[src/design/rpc_pkg.sv]
// Constants, types and helpers for the root pointer and context invalidation registers
// Overview of operation
// RULE1 - Root base writes are only staged; the set-root-pointer command makes them active.
// RULE2 - Root base sits in bits 63:12; table is one aligned page, low bits zero.
// RULE3 - Root base bits at and above the host address width are not stored.
// RULE4 - Mode 00 legacy, 01 scalable, 10 reserved, 11 aborts all DMA.
// RULE5 - Without enhanced pointer set, software keeps mode fixed while translation runs.
// RULE6 - Writing the top byte with invalidate bit set starts a context invalidation.
// RULE7 - Software gives the requested granularity in the same write that sets the bit.
// RULE8 - Software must not write the command while the invalidate bit reads one.
// RULE9 - On finishing, hardware clears the invalidate bit and reports the actual granularity.
// RULE10 - Any non-legacy mode makes a request incorrect: ignored, error code 00 reported.
// RULE11 - Requested granularity: 00 reserved, 01 global, 10 domain, 11 device.
// RULE12 - Actual may be coarser; device-selective only reported for device-selective requests.
// RULE13 - Set-root-pointer clears pointer status; status sets once the load has finished.
package rpc_pkg;

  localparam int ADDR_W = 12;
  localparam int DATA_W = 32;
  localparam int BE_W = 4;

  // Byte offsets on the register port
  localparam logic [ADDR_W-1:0] OFF_GCMD = 12'h018;
  localparam logic [ADDR_W-1:0] OFF_GSTS = 12'h01C;
  localparam logic [ADDR_W-1:0] OFF_RTA_LO = 12'h020;
  localparam logic [ADDR_W-1:0] OFF_RTA_HI = 12'h024;
  localparam logic [ADDR_W-1:0] OFF_CCMD_LO = 12'h028;
  localparam logic [ADDR_W-1:0] OFF_CCMD_HI = 12'h02C;
  localparam logic [ADDR_W-1:0] OFF_INT_STS = 12'h030;
  localparam logic [ADDR_W-1:0] OFF_INT_MASK = 12'h034;

  // Field positions
  localparam int GCMD_SET_ROOT_POINTER_CMD_BIT = 30;
  localparam int GSTS_ROOT_POINTER_STATUS_BIT = 30;
  localparam int RTA_BASE_LSB = 12;
  localparam int RTA_TTM_LSB = 10;
  localparam int CCMD_ICC_BIT = 63;
  localparam int CCMD_REQUESTED_INVAL_GRANULARITY_LSB = 61;
  localparam int CCMD_ACTUAL_INVAL_GRANULARITY_LSB = 59;
  localparam int CCMD_FM_LSB = 32;
  localparam int CCMD_SID_LSB = 16;
  localparam int CCMD_DID_LSB = 0;
  localparam int TOP_BYTE_EN = 3;
  localparam logic [63:0] TTM_MASK = 64'h0000_0000_0000_0C00;
  localparam logic [63:0] CCMD_SW_MASK = 64'h6000_0003_FFFF_FFFF;
  localparam logic [63:0] ZERO64 = 64'h0000_0000_0000_0000;
  localparam logic [DATA_W-1:0] ZERO32 = 32'h0000_0000;

  // Interrupt status bits
  localparam int INT_W = 3;
  localparam int INT_INVAL_DONE = 0;
  localparam int INT_INVAL_ERR = 1;
  localparam int INT_ROOT_LOADED = 2;

  // Root pointer load time
  localparam int CLK_FREQ_MHZ = 200;
  localparam int ROOT_LOAD_NS = 20;
  localparam int ROOT_LOAD_CALC = (ROOT_LOAD_NS * CLK_FREQ_MHZ + 999) / 1000;
  localparam int ROOT_LOAD_CYC = (ROOT_LOAD_CALC < 1) ? 1 : ROOT_LOAD_CALC;

  typedef enum logic [1:0] {
    MODE_LEGACY = 2'b00,
    MODE_SCALABLE = 2'b01,
    MODE_RESERVED = 2'b10,
    MODE_ABORT = 2'b11
  } rpc_mode_type;

  typedef enum logic [1:0] {
    GRAN_ERROR = 2'b00,
    GRAN_GLOBAL = 2'b01,
    GRAN_DOMAIN = 2'b10,
    GRAN_DEVICE = 2'b11
  } rpc_gran_type;

  // Byte-lane merge of a 32-bit write into an old value
  function automatic logic [DATA_W-1:0] rpc_merge(input logic [DATA_W-1:0] old,
                                                  input logic [DATA_W-1:0] wdata,
                                                  input logic [BE_W-1:0] be);
    logic [DATA_W-1:0] res;
    res = old;
    for (int i = 0; i < BE_W; i++) begin
      if (be[i]) begin
        res[i*8 +: 8] = wdata[i*8 +: 8];
      end
    end
    return res;
  endfunction

endpackage

[src/design/rpc_inval_if.sv]
// Request and completion signals between the register file and the invalidation engine
`timescale 1ns/10ps
interface rpc_inval_if;
  import rpc_pkg::*;
  logic start;
  logic legal;
  rpc_gran_type reqGran;
  logic [15:0] domainIdentifier;
  logic [15:0] sourceIdentifier;
  logic [1:0] functionMask;
  logic busy;
  logic done;
  rpc_gran_type actGran;
  modport engine (input start, legal, reqGran, domainIdentifier, sourceIdentifier,
                  functionMask, output busy, done, actGran);
  modport ctrl (output start, legal, reqGran, domainIdentifier, sourceIdentifier,
                functionMask, input busy, done, actGran);
endinterface

[src/design/rpc_root_load.sv]
// Applies the staged root table base and mode on a set-root-pointer command
`timescale 1ns/10ps
module rpc_root_load
  import rpc_pkg::*;
#(
  parameter int LOAD_CYC = ROOT_LOAD_CYC
) (
  // Clock and reset
  input wire logic ref_clk,
  input wire logic rst,
  // Command and staged value
  input wire logic start,
  input wire logic [63:0] stagedValue,
  // Active state
  output logic [63:0] activeRootBase,
  output rpc_mode_type activeMode,
  output logic dmaAbort,
  output logic rootPointerStatus,
  output logic loaded
);
  logic [7:0] cnt;
  wire lastCycle = (cnt == 8'(1));
  wire rpc_mode_type stagedMode = rpc_mode_type'(stagedValue[RTA_TTM_LSB +: 2]);

  always_ff @(posedge ref_clk or posedge rst) begin
    if (rst) begin
      cnt <= '0;
      rootPointerStatus <= 1'b0;
      loaded <= 1'b0;
      activeRootBase <= ZERO64;
      activeMode <= MODE_LEGACY;
      dmaAbort <= 1'b0;
    end else begin
      loaded <= 1'b0;
      if (start) begin
        cnt <= 8'(LOAD_CYC);
        rootPointerStatus <= 1'b0; // RULE13
      end else if (cnt != '0) begin
        cnt <= cnt - 8'(1);
        if (lastCycle) begin
          // Staged value becomes live only here
          activeRootBase <= {stagedValue[63:RTA_BASE_LSB], 12'h000}; // RULE1 RULE2
          activeMode <= stagedMode;
          dmaAbort <= (stagedMode == MODE_ABORT); // RULE4
          rootPointerStatus <= 1'b1; // RULE13
          loaded <= 1'b1;
        end
      end
    end
  end
endmodule

[src/design/rpc_ctx_inval.sv]
// Context-cache invalidation engine with handshake toward the cache
`timescale 1ns/10ps
module rpc_ctx_inval
  import rpc_pkg::*;
(
  // Clock and reset
  input wire logic ref_clk,
  input wire logic rst,
  // Register side
  rpc_inval_if.engine inv,
  // Cache side
  output logic ccReq,
  output rpc_gran_type ccGran,
  output logic [15:0] ccDomain,
  output logic [15:0] ccSource,
  output logic [1:0] ccFuncMask,
  input wire logic ccDone,
  input wire rpc_gran_type ccActualGran
);
  typedef enum logic [1:0] {
    ST_IDLE = 2'b00,
    ST_WAIT = 2'b01,
    ST_FINISH = 2'b10
  } rpc_inval_state_type;

  rpc_inval_state_type state;
  rpc_gran_type actGran;
  // Device reports on a non-device ask are folded to global so software never sees device on a coarser ask
  wire rpc_gran_type clampedGran =
      (ccActualGran == GRAN_DEVICE && ccGran != GRAN_DEVICE) ? GRAN_GLOBAL : ccActualGran;

  assign inv.busy = (state != ST_IDLE);
  assign inv.done = (state == ST_FINISH);
  assign inv.actGran = actGran;

  always_ff @(posedge ref_clk or posedge rst) begin
    if (rst) begin
      state <= ST_IDLE;
      actGran <= GRAN_ERROR;
      ccReq <= 1'b0;
      ccGran <= GRAN_ERROR;
      ccDomain <= '0;
      ccSource <= '0;
      ccFuncMask <= '0;
    end else begin
      case (state)
        ST_IDLE: begin
          if (inv.start && inv.legal) begin
            ccReq <= 1'b1;
            ccGran <= inv.reqGran;
            ccDomain <= inv.domainIdentifier;
            ccSource <= inv.sourceIdentifier;
            ccFuncMask <= inv.functionMask;
            state <= ST_WAIT;
          end else if (inv.start) begin
            actGran <= GRAN_ERROR; // RULE10
            state <= ST_FINISH;
          end
        end
        ST_WAIT: begin
          if (ccDone) begin
            ccReq <= 1'b0;
            actGran <= clampedGran; // RULE12
            state <= ST_FINISH;
          end
        end
        ST_FINISH: begin
          state <= ST_IDLE;
        end
        default: begin
          state <= ST_IDLE;
        end
      endcase
    end
  end
endmodule

[src/design/rpc_regs_top.sv]
// Register file for the root table base and context command, with interrupt status
//
// Implementation choice: the strobed register port.
`timescale 1ns/10ps
module rpc_regs_top
  import rpc_pkg::*;
#(
  parameter int HOST_ADDR_WIDTH = 48,
  parameter int LOAD_CYC = ROOT_LOAD_CYC
) (
  // Clock and reset
  input wire logic ref_clk,
  input wire logic rst,
  // Register port
  input wire logic [ADDR_W-1:0] regAddr,
  input wire logic [DATA_W-1:0] regWrData,
  input wire logic [BE_W-1:0] regWrByteEn,
  input wire logic regWr,
  input wire logic regRd,
  output logic [DATA_W-1:0] regRdData,
  // Interrupt
  output logic irq,
  // Active translation setup
  output logic [63:0] activeRootBase,
  output rpc_mode_type activeMode,
  output logic dmaAbort,
  // Context cache handshake
  output logic ccReq,
  output rpc_gran_type ccGran,
  output logic [15:0] ccDomain,
  output logic [15:0] ccSource,
  output logic [1:0] ccFuncMask,
  input wire logic ccDone,
  input wire rpc_gran_type ccActualGran
);
  // Bits below the host address width and above the page offset, plus the mode field
  localparam logic [63:0] BASE_MASK =
      (HOST_ADDR_WIDTH >= 64) ? ~64'h0000_0000_0000_0FFF :
      (((64'h0000_0000_0000_0001 << HOST_ADDR_WIDTH) - 64'h0000_0000_0000_0001)
       & ~64'h0000_0000_0000_0FFF);
  localparam logic [63:0] RTA_MASK = BASE_MASK | TTM_MASK;

  rpc_inval_if inv ();

  logic [63:0] rtaReg;
  logic [63:0] ccmdReg;
  logic iccBit;
  rpc_gran_type actual_inval_granularity;
  logic [INT_W-1:0] intSts;
  logic [INT_W-1:0] intMask;
  logic rootPointerStatus;
  logic rootLoaded;
  logic [DATA_W-1:0] next_regRdData;
  logic [INT_W-1:0] next_intSts;

  // Address decode
  wire wrGcmd = regWr && (regAddr == OFF_GCMD);
  wire wrRtaLo = regWr && (regAddr == OFF_RTA_LO);
  wire wrRtaHi = regWr && (regAddr == OFF_RTA_HI);
  wire wrCcmdLo = regWr && (regAddr == OFF_CCMD_LO);
  wire wrCcmdHi = regWr && (regAddr == OFF_CCMD_HI);
  wire wrIntSts = regWr && (regAddr == OFF_INT_STS);
  wire wrIntMask = regWr && (regAddr == OFF_INT_MASK);

  // Set-root-pointer command is a self-clearing bit of the global command word
  wire setRootPointer = wrGcmd && regWrByteEn[TOP_BYTE_EN] && regWrData[GCMD_SET_ROOT_POINTER_CMD_BIT];

  // Staged root table base after the current write
  wire [DATA_W-1:0] rtaLoMerged = rpc_merge(rtaReg[31:0], regWrData, regWrByteEn);
  wire [DATA_W-1:0] rtaHiMerged = rpc_merge(rtaReg[63:32], regWrData, regWrByteEn);
  wire [63:0] next_rtaReg = wrRtaLo ? ({rtaReg[63:32], rtaLoMerged} & RTA_MASK) :
                            wrRtaHi ? ({rtaHiMerged, rtaReg[31:0]} & RTA_MASK) : rtaReg;

  // Context command writes are dropped while an invalidation is pending
  wire ccmdWrOk = !iccBit;
  wire [DATA_W-1:0] ccmdLoMerged = rpc_merge(ccmdReg[31:0], regWrData, regWrByteEn);
  wire [DATA_W-1:0] ccmdHiMerged = rpc_merge(ccmdReg[63:32], regWrData, regWrByteEn);
  wire [63:0] ccmdWrValue = wrCcmdLo ? {ccmdReg[63:32], ccmdLoMerged} :
                            {ccmdHiMerged, ccmdReg[31:0]};
  wire [63:0] next_ccmdReg = ((wrCcmdLo || wrCcmdHi) && ccmdWrOk) ?
                             (ccmdWrValue & CCMD_SW_MASK) : ccmdReg;

  // Only a write reaching the top byte with the invalidate bit set starts work
  wire iccRequest = wrCcmdHi && ccmdWrOk && regWrByteEn[TOP_BYTE_EN]
                    && ccmdWrValue[CCMD_ICC_BIT]; // RULE6
  wire rpc_gran_type reqGran = rpc_gran_type'(ccmdWrValue[CCMD_REQUESTED_INVAL_GRANULARITY_LSB +: 2]); // RULE7 RULE11
  wire rpc_mode_type stagedMode = rpc_mode_type'(rtaReg[RTA_TTM_LSB +: 2]);
  // Reserved granularity is also treated as an incorrect request
  wire requestLegal = (stagedMode == MODE_LEGACY) && (reqGran != GRAN_ERROR); // RULE10

  assign inv.start = iccRequest; // RULE6
  assign inv.legal = requestLegal;
  assign inv.reqGran = reqGran;
  assign inv.domainIdentifier = ccmdWrValue[CCMD_DID_LSB +: 16];
  assign inv.sourceIdentifier = ccmdWrValue[CCMD_SID_LSB +: 16];
  assign inv.functionMask = ccmdWrValue[CCMD_FM_LSB +: 2];

  // Interrupt events
  wire [INT_W-1:0] intEvents = {rootLoaded,
                                inv.done && (inv.actGran == GRAN_ERROR),
                                inv.done && (inv.actGran != GRAN_ERROR)};
  wire [INT_W-1:0] intClear = wrIntSts ? regWrData[INT_W-1:0] : '0;
  wire [DATA_W-1:0] intMaskWord = rpc_merge({{(DATA_W-INT_W){1'b0}}, intMask},
                                            regWrData, regWrByteEn);
  // Only the implemented mask bits are kept
  wire [INT_W-1:0] intMaskMerged = intMaskWord[INT_W-1:0];

  // Event set wins over a write-one clear in the same cycle
  always_comb begin
    next_intSts = (intSts & ~intClear) | intEvents;
  end

  // Readback assembly
  wire [63:0] ccmdView = ccmdReg
                       | ({63'h0, iccBit} << CCMD_ICC_BIT)
                       | ({62'h0, actual_inval_granularity} << CCMD_ACTUAL_INVAL_GRANULARITY_LSB);

  always_comb begin
    if (regAddr == OFF_GSTS) begin
      next_regRdData = {{(DATA_W-1){1'b0}}, rootPointerStatus} << GSTS_ROOT_POINTER_STATUS_BIT;
    end else if (regAddr == OFF_RTA_LO) begin
      next_regRdData = rtaReg[31:0];
    end else if (regAddr == OFF_RTA_HI) begin
      next_regRdData = rtaReg[63:32];
    end else if (regAddr == OFF_CCMD_LO) begin
      next_regRdData = ccmdView[31:0];
    end else if (regAddr == OFF_CCMD_HI) begin
      next_regRdData = ccmdView[63:32];
    end else if (regAddr == OFF_INT_STS) begin
      next_regRdData = {{(DATA_W-INT_W){1'b0}}, intSts};
    end else if (regAddr == OFF_INT_MASK) begin
      next_regRdData = {{(DATA_W-INT_W){1'b0}}, intMask};
    end else begin
      // Command word and unmapped addresses read as zero
      next_regRdData = ZERO32;
    end
  end

  always_ff @(posedge ref_clk or posedge rst) begin
    if (rst) begin
      regRdData <= ZERO32;
    end else begin
      regRdData <= regRd ? next_regRdData : ZERO32;
    end
  end

  always_ff @(posedge ref_clk or posedge rst) begin
    if (rst) begin
      rtaReg <= ZERO64;
      ccmdReg <= ZERO64;
    end else begin
      rtaReg <= next_rtaReg; // RULE1 RULE3
      ccmdReg <= next_ccmdReg;
    end
  end

  always_ff @(posedge ref_clk or posedge rst) begin
    if (rst) begin
      iccBit <= 1'b0;
      actual_inval_granularity <= GRAN_ERROR;
    end else if (iccRequest) begin
      iccBit <= 1'b1; // RULE6
    end else if (inv.done) begin
      iccBit <= 1'b0; // RULE9
      actual_inval_granularity <= inv.actGran; // RULE9 RULE12
    end
  end

  always_ff @(posedge ref_clk or posedge rst) begin
    if (rst) begin
      intSts <= '0;
      intMask <= '0;
      irq <= 1'b0;
    end else begin
      intSts <= next_intSts;
      if (wrIntMask) begin
        intMask <= intMaskMerged;
      end
      irq <= |(next_intSts & intMask);
    end
  end

  rpc_root_load #(
    .LOAD_CYC(LOAD_CYC)
  ) u_root_load (
    .ref_clk(ref_clk),
    .rst(rst),
    .start(setRootPointer),
    .stagedValue(rtaReg),
    .activeRootBase(activeRootBase),
    .activeMode(activeMode),
    .dmaAbort(dmaAbort),
    .rootPointerStatus(rootPointerStatus),
    .loaded(rootLoaded)
  );

  rpc_ctx_inval u_ctx_inval (
    .ref_clk(ref_clk),
    .rst(rst),
    .inv(inv),
    .ccReq(ccReq),
    .ccGran(ccGran),
    .ccDomain(ccDomain),
    .ccSource(ccSource),
    .ccFuncMask(ccFuncMask),
    .ccDone(ccDone),
    .ccActualGran(ccActualGran)
  );

  // Each status bit is sticky until software writes a one, and an event always lands
  for (genvar i = 0; i < INT_W; i++) begin : g_int_chk

  end
endmodule

[config.mk]
export PLATFORM = sky130hd
export DESIGN_NAME = rpc_regs_top
export DESIGN_NICKNAME = d
export VERILOG_FILES = /design/src/design/rpc_pkg.sv /design/src/design/rpc_inval_if.sv /design/src/design/rpc_root_load.sv /design/src/design/rpc_ctx_inval.sv /design/src/design/rpc_regs_top.sv
export SDC_FILE = /design/constraint.sdc
export NUM_CORES = 1
export LEC_CHECK = 0
export BUFFER_PORTS_ARGS = -buffer_cell sky130_fd_sc_hd__buf_2
export CAP_MARGIN = 20
export CORE_ASPECT_RATIO = 0.7
export CORE_MARGIN = 3
export CORE_UTILIZATION = 53
export CTS_CLUSTER_DIAMETER = 60
export DETAILED_ROUTE_END_ITERATION = 8
export PLACE_DENSITY = 0.78
export SYNTH_ARGS = -nofsm -noshare
export SYNTH_HDL_FRONTEND = slang
export SYNTH_SLANG_ARGS = --single-unit
[constraint.sdc]
create_clock -name ref_clk -period 16.6 [get_ports ref_clk]
set_input_delay 0 -clock ref_clk [delete_from_list [all_inputs] [get_ports ref_clk]]
set_output_delay 0 -clock ref_clk [all_outputs]
set_load 0.05 [all_outputs]
== Word level (Yosys, flattened, before mapping) ==
Cells that the tools add are included.

* Flip-flop bits (word level): 248
* Bits of input ports: 55
* Output and inout port bits: 137
* Logic and storage cells: 147

* Add/sub/neg operators: 1
* Eq/ne operators: 19
* Mux-type cells: 47
* Bitwise operators: 9
* Reductions and logical operators: 45

{| class="wikitable"
|+ Operators by type and width
! cell !! count
|-
| 2-to-1 mux 32 bit || 6
|-
| 2-to-1 mux 64 bit || 3
|-
| 2-to-1 mux 8 bit || 15
|-
| equality test 12 x 6 -> 1 bit (second input constant) || 6
|-
| bitwise OR 63 x 64 -> 64 bit || 1
|-
| bitwise OR 64 x 61 -> 64 bit || 1
|-
| equality test 12 x 5 -> 1 bit (second input constant) || 2
|-
| logical AND 1 bit || 18
|-
| AND reduction 2 bit || 8
|-
| 2-to-1 mux 2 bit || 7
|-
| nonzero test 2 bit || 7
|-
| AND reduction 3 bit || 4
|-
| 2-to-1 mux 1 bit || 10
|-
| 2-to-1 mux 3 bit || 3
|-
| equality test 8 x 1 -> 1 bit (second input constant) || 1
|-
| one-hot mux 2 bit (2 select lines) || 2
|-
| nonzero test 8 bit || 1
|-
| subtractor 8 x 1 -> 8 bit (second input constant) || 1
|-
| AND 3 bit || 2
|-
| equality test 2 bit (second input constant) || 3
|-
| zero test 2 bit || 3
|-
| != test 2 bit (second input constant) || 3
|-
| != test 2 x 1 -> 1 bit (second input constant) || 2
|-
| AND reduction 4 bit || 1
|-
| 9 further kinds || 11
|}

== Longest topological paths before layout ==
* Depth in word-level cells: 9
* Depth in mapped cells: 8
* Gate-level depth less buffers: 6

== Cells and area by module ==
From an unflattened synthesis, not the netlist that was laid out.

* Cell total of the unflattened synthesis: 720
* Area, all modules: 10050.9 um^2

{| class="wikitable"
|+ By module, submodules not included
! module !! instances !! cells each !! area each (um^2) !! seq. area each (um^2)
|-
| rpc_regs_top || 1 || 438 || 5555.3 || 2902.8
|-
| rpc_root_load || 1 || 181 || 2834.0 || 1626.6
|-
| rpc_ctx_inval || 1 || 101 || 1661.6 || 1026.0
|}

== Least setup slack after synthesis ==
No wires, ideal clock.

* Path type: flip-flop to flip-flop
* Start: reg u_root_load.cnt[5]
* End: reg u_root_load.activeMode[0]
* Setup time: 0.125 ns
* Arrival time: 1.911 ns
* Data required time: 16.475 ns
* Setup slack: 14.564 ns
* Stages on the path, launching flop included: 6
* Path buffers: 1
* Clock period less this slack: 2.036 ns
* Cells stage by stage: dfrtp_1 nor4_1 nand4b_1 a41oi_1 buf_2 mux2_2

* Longest elaborated chain between the ends: 2
* Elaborated cells on any way between the ends: 3
* Classes of those cells: 1 x eq/ne; 2 x reduce/logical

{| class="wikitable"
|+ RTL lines
! element !! line !! text
|-
| from (decl) || rpc_root_load.sv:21 || <nowiki>logic [7:0] cnt;</nowiki>
|-
| from (signal assigned) || rpc_root_load.sv:36 || <nowiki>cnt <= 8'(LOAD_CYC);</nowiki>
|-
| from (signal assigned) || rpc_root_load.sv:39 || <nowiki>cnt <= cnt - 8'(1);</nowiki>
|-
| equality test 8 x 1 -> 1 bit or nonzero test 8 bit (tied branches) || rpc_root_load.sv:22, rpc_root_load.sv:38 ||
|-
| AND reduction 3 bit (no line) * || - ||
|-
| to (signal assigned) || rpc_root_load.sv:43 || <nowiki>activeMode <= stagedMode;</nowiki>
|-
| to (decl) || rpc_root_load.sv:16 || <nowiki>output rpc_mode_type activeMode,</nowiki>
|}

Mark *: on every way between the ends. The rest lies on a longest branch, timed or not.
A chain may end at the register's enable or synchronous reset.

== Worst setup path in the final report ==
* Start: reg u_root_load.cnt[5]
* End: reg u_root_load.activeRootBase[32]

* Longest elaborated chain between the ends: 2
* Elaborated cells on any way between the ends: 3
* Classes of those cells: 1 x eq/ne; 2 x reduce/logical

{| class="wikitable"
|+ RTL lines
! element !! line !! text
|-
| equality test 8 x 1 -> 1 bit or nonzero test 8 bit (tied branches) || rpc_root_load.sv:22, rpc_root_load.sv:38 ||
|-
| AND reduction 3 bit (no line) * || - ||
|-
| to (signal assigned) || rpc_root_load.sv:42 || <nowiki>activeRootBase <= {stagedValue[63:RTA_BASE_LSB], 12'h000};</nowiki>
|-
| to (decl) || rpc_root_load.sv:15 || <nowiki>output logic [63:0] activeRootBase,</nowiki>
|}

Marks and branches as above.

==> metrics.csv <==
stage,metric,value,unit
critical_path,CP peak stage delay,0.59,ns
critical_path,critical path required time,16.97,ns
timing,Setup-failing EPs final,0,
cts,CTS tree,yes,
timing,final worst-path cycle share,0.169,
cts,Root Buffer,clkbuf_16,
die,die footprint,0.0186,mm^2
final_layout,# diodes,0,
cts,TritonCTS Sinks,206,
synthesis,Synth Flop Type,dfrtp_1,
final_layout,fin util,0.663,
critical_path,Arrival @ worst endpoint,3.17,ns
critical_path,Slowest cell on crit path,nor4_1,
status,outcome,"complete, no violations",
power_and_ir_drop,Int Power,0.791,mW
synthesis,instance count of the mapped netlist,715,
synthesis,Async SR Flop Fraction,1.00,
final_layout,Layout fillers,1285,
synthesis,"Seq/Total Area, Yosys",0.574,
final_layout,Area growth syn-to-layout,21.5,%
global_route,gr usage total,0.238,
timing,Period minus WS final,2.80,ns
critical_path,crit-path max FO,33,
flow_run,Max-Cap Viols,0,
cts,CTS Buf Count,20,
synthesis,synth unique cells,60,
detailed_routing,Routed WL per cell,19.1,um
global_route,largest net degree at the start of global routing,137,
detailed_routing,DRT iter0 DRCs,441,
die,starting density of the core,0.546,
synthesis,Mapped Area,0.00897,mm^2
die,DIE HEIGHT,115,um
timing,max-slew violations,0,
power_and_ir_drop,Flop pwr share,0.501,
power_and_ir_drop,power density cells,94.2,mW/mm^2
die,# rows,39,
global_route,initial antenna violation count,0,
critical_path,CP Class,flip-flop to flip-flop,
detailed_routing,DRC viols,0,
cts,# resized after CTS,0,
synthesis,biggest area consumer among synthesized cells,dfrtp_1,
timing,Slew headroom,0.370,
min_path,Worst Hold Class,input port to flip-flop,
power_and_ir_drop,Clk pwr share,0.438,
detailed_routing,via count,6330,
detailed_routing,Final ANT Viol Nets,0,
timing,clock skew,0.0199,ns
die,Std-Cell Core Area,0.0164,mm^2
cts,cts hold-fix bufs,40,
detailed_routing,drt via density,5.49,
final_layout,Final nets,973,
synthesis,"FF+latch count, synth",206,
cts,CTS max path bufs,3,
detailed_routing,drt first pass iters,5,
synthesis,syn_area_per_cell,12.6,um^2
timing,final hold viol count,0,
global_route,grt ovf,0,
global_route,first-pass GRT wire length,35100,um
placed_design,Post-Place Worst Slack,13.84,ns
placed_design,post-DP HPWL,14600,um
critical_path,worst path cell trace,"nor4_1, nand4b_1, a41oi_4, buf_4, mux2_2",
cts,H-tree Lvls,1,
power_and_ir_drop,P_sw,0.237,mW
synthesis,Synth area leaders,"dfrtp_1 (57%), mux2_2 (14%), mux2i_1 (3.8%), nand2_1 (2.6%), buf_4 (2.5%)",
timing,worst setup margin,13.80,ns
power_and_ir_drop,Lkg Pwr,5.69,nW
detailed_routing,final wirelength,22000,um
cts,"Setup Fix Bufs, Post-CTS",0,
synthesis,yosys warns,0,
synthesis,Synth top area share,0.574,
timing,RSZ-0062 raised after global routing,false,
placed_design,GPL Wtd Cong,0.868,
critical_path,Worst setup SP type,flip-flop,
critical_path,Worst Setup End Kind,flip-flop,
cts,Clock Latency Late Sink,0.50,ns
power_and_ir_drop,worst vdd ir,0.0616,mV
synthesis,Post-synth EDFFs,0,
cts,Clock Pin Slew Worst Setup and Hold Paths,0.06,ns
timing,FMAX,357,MHz
final_layout,share of cells above drive strength 1,0.373,
power_and_ir_drop,Comb power frac,0.061,
die,I/O pins,192,
power_and_ir_drop,Sw Ratio,0.231,
timing,Least-Margin Pin Slew,0.938,ns
die,die width,162,um
timing,setup TNS,0,ns
timing,WHS,0.00376,ns
global_route,vias in the first global route,6465,
power_and_ir_drop,Tot Pwr,1.03,mW
placed_design,PortBufs,163,
## per-stage QoR
step / cell area, um^2 / instances
after floorplan: 9080 / 742
after global placement: 9850 / 1078
after detailed placement: 9850 / 1078
after CTS: 10900 / 1153
after global routing: 10900 / 1153
final: 10900 / 1153
## kinds of logic (layout without fill, tap and decap cells)
family / Yosys count / after routing / share of synthesized area
buf+inv: 67 / 253 / 0.0502
other cells: 1 / 28 / 0.000418
fa+ha+maj: 3 / 3 / 0.00418
simple gates: 168 / 168 / 0.0924
flops: 206 / 206 / 0.574
mux: 149 / 149 / 0.182
xor+xnor: 6 / 6 / 0.00586
compound gates: 115 / 115 / 0.0903
## state kept, by name, indices dropped and copies added (netlist names), 3 cells and up
| signal | count |
|---|---|
| regRdData | 32 |
| u_root_load.activeRootBase | 36 |
| u_ctx_inval.ccDomain | 16 |
| u_root_load.cnt | 8 |
| intMask | 3 |
| intSts | 3 |
| u_ctx_inval.ccSource | 16 |
| rtaReg | 38 |
| ccmdReg | 36 |
## power groups by stage
| stage | registers (mW) | logic [mW] | clock network [mW] |
|---|---|---|---|
| 2_1_floorplan | 0.523 | 0.0421 | 0 |
| 3_3_place_gp | 0.524 | 0.0545 | 0 |
| 3_5_place_dp | 0.524 | 0.0551 | 0 |
| 4_1_cts | 0.515 | 0.0625 | 0.455 |
| 5_1_grt | 0.516 | 0.0686 | 0.476 |
| 6_report | 0.515 | 0.0624 | 0.450 |
## cell usage in the layout (no fill, tap or decap), types with 3 or more instances in the layout
cell,synthesis,routed
dfrtp_1,206,206
buf_2,9,163
mux2_2,115,115
nand2_1,61,61
nor2_1,45,45
dlygate4sd3_1,0,40
mux2i_1,34,34
conb_1,1,28
o21ai_1,21,21
clkbuf_16,0,20
a22oi_1,19,19
o21ai_2,14,14
o21ai_0,12,12
nand3_1,12,12
a21oi_1,10,10
clkbuf_8,0,9
inv_1,9,8
nor4_1,7,7
a21o_1,7,7
a222oi_1,6,6
buf_4,30,6
nor3_2,4,4
or3_1,4,4
a221oi_1,4,4
o31ai_1,4,4
clkbuf_1,9,4
or4_1,3,3
nor3_1,4,3
a211oi_1,3,3
nor2b_1,3,3
xnor2_1,3,3
xor2_1,3,3
ha_1,3,3
## cells in the mapped netlist, types with 4 or more instances
| cell type | number |
|---|---|
| a22oi_1 | 19 |
| a21o_1 | 7 |
| or3_1 | 4 |
| dfrtp_1 | 206 |
| nor2_1 | 45 |
| o21ai_0 | 12 |
| a221oi_1 | 4 |
| o31ai_1 | 4 |
| nor3_2 | 4 |
| o21ai_2 | 14 |
| inv_1 | 9 |
| clkbuf_1 | 9 |
| a222oi_1 | 6 |
| nand3_1 | 12 |
| o21ai_1 | 21 |
| nand2_1 | 61 |
| nor4_1 | 7 |
| buf_2 | 9 |
| buf_6 | 10 |
| nor3_1 | 4 |
| mux2i_1 | 34 |
| buf_4 | 30 |
| a21oi_1 | 10 |
| mux2_2 | 115 |
## final timing paths
path,from,endpoint,slack (ns),depth (start not counted)
setup / recovery,u_root_load.cnt[5]$_DFFE_PP0P_,u_root_load.activeRootBase[32]$_DFFE_PP0P_,13.80,5
hold / removal,regWr,intSts[0]$_DFF_PP0_,0.004,3
setup reg to reg,u_root_load.cnt[5]$_DFFE_PP0P_,u_root_load.activeRootBase[32]$_DFFE_PP0P_,13.80,5
hold reg to reg,u_ctx_inval.ccFuncMask[0]$_DFFE_PP0P_,u_ctx_inval.ccFuncMask[0]$_DFFE_PP0P_,0.47,2
max in group asynchronous,rst,ccmdReg[23]$_DFFE_PP0P_,14.92,4
min in group asynchronous,rst,regRdData[26]$_DFF_PP0_,0.25,3
## worst max-delay path: cells and delay by family (launching register included)
kind            cells  cell delay (ns)
simple gates        2             0.86
buf+inv             1             0.52
mux                 1             0.40
flops               1             0.41
compound gates      1             0.47
## final cells by class
cell class / instances / area, um^2 / share of cell area
clock buffers: 33 / 639 / 0.0586
clock inverters: 2 / 21.3 / 0.00195
inverters: 9 / 41.3 / 0.00379
multi-input cells: 469 / 3510 / 0.322
flip-flops and latches: 206 / 5150 / 0.473
well taps: 225 / 282 / 0.0258
repair buffers: 209 / 1260 / 0.116
## layer usage
layer / vias up / wire length (um) / track usage
met5: - / 0 / 0
met1: 3187 / 10300 / 0.349
met4: 0 / 301 / 0.0372
met2: 205 / 9930 / 0.381
met3: 25 / 1490 / 0.0483
li1: 2913 / - / -
(Power assumes the default switching activity.)
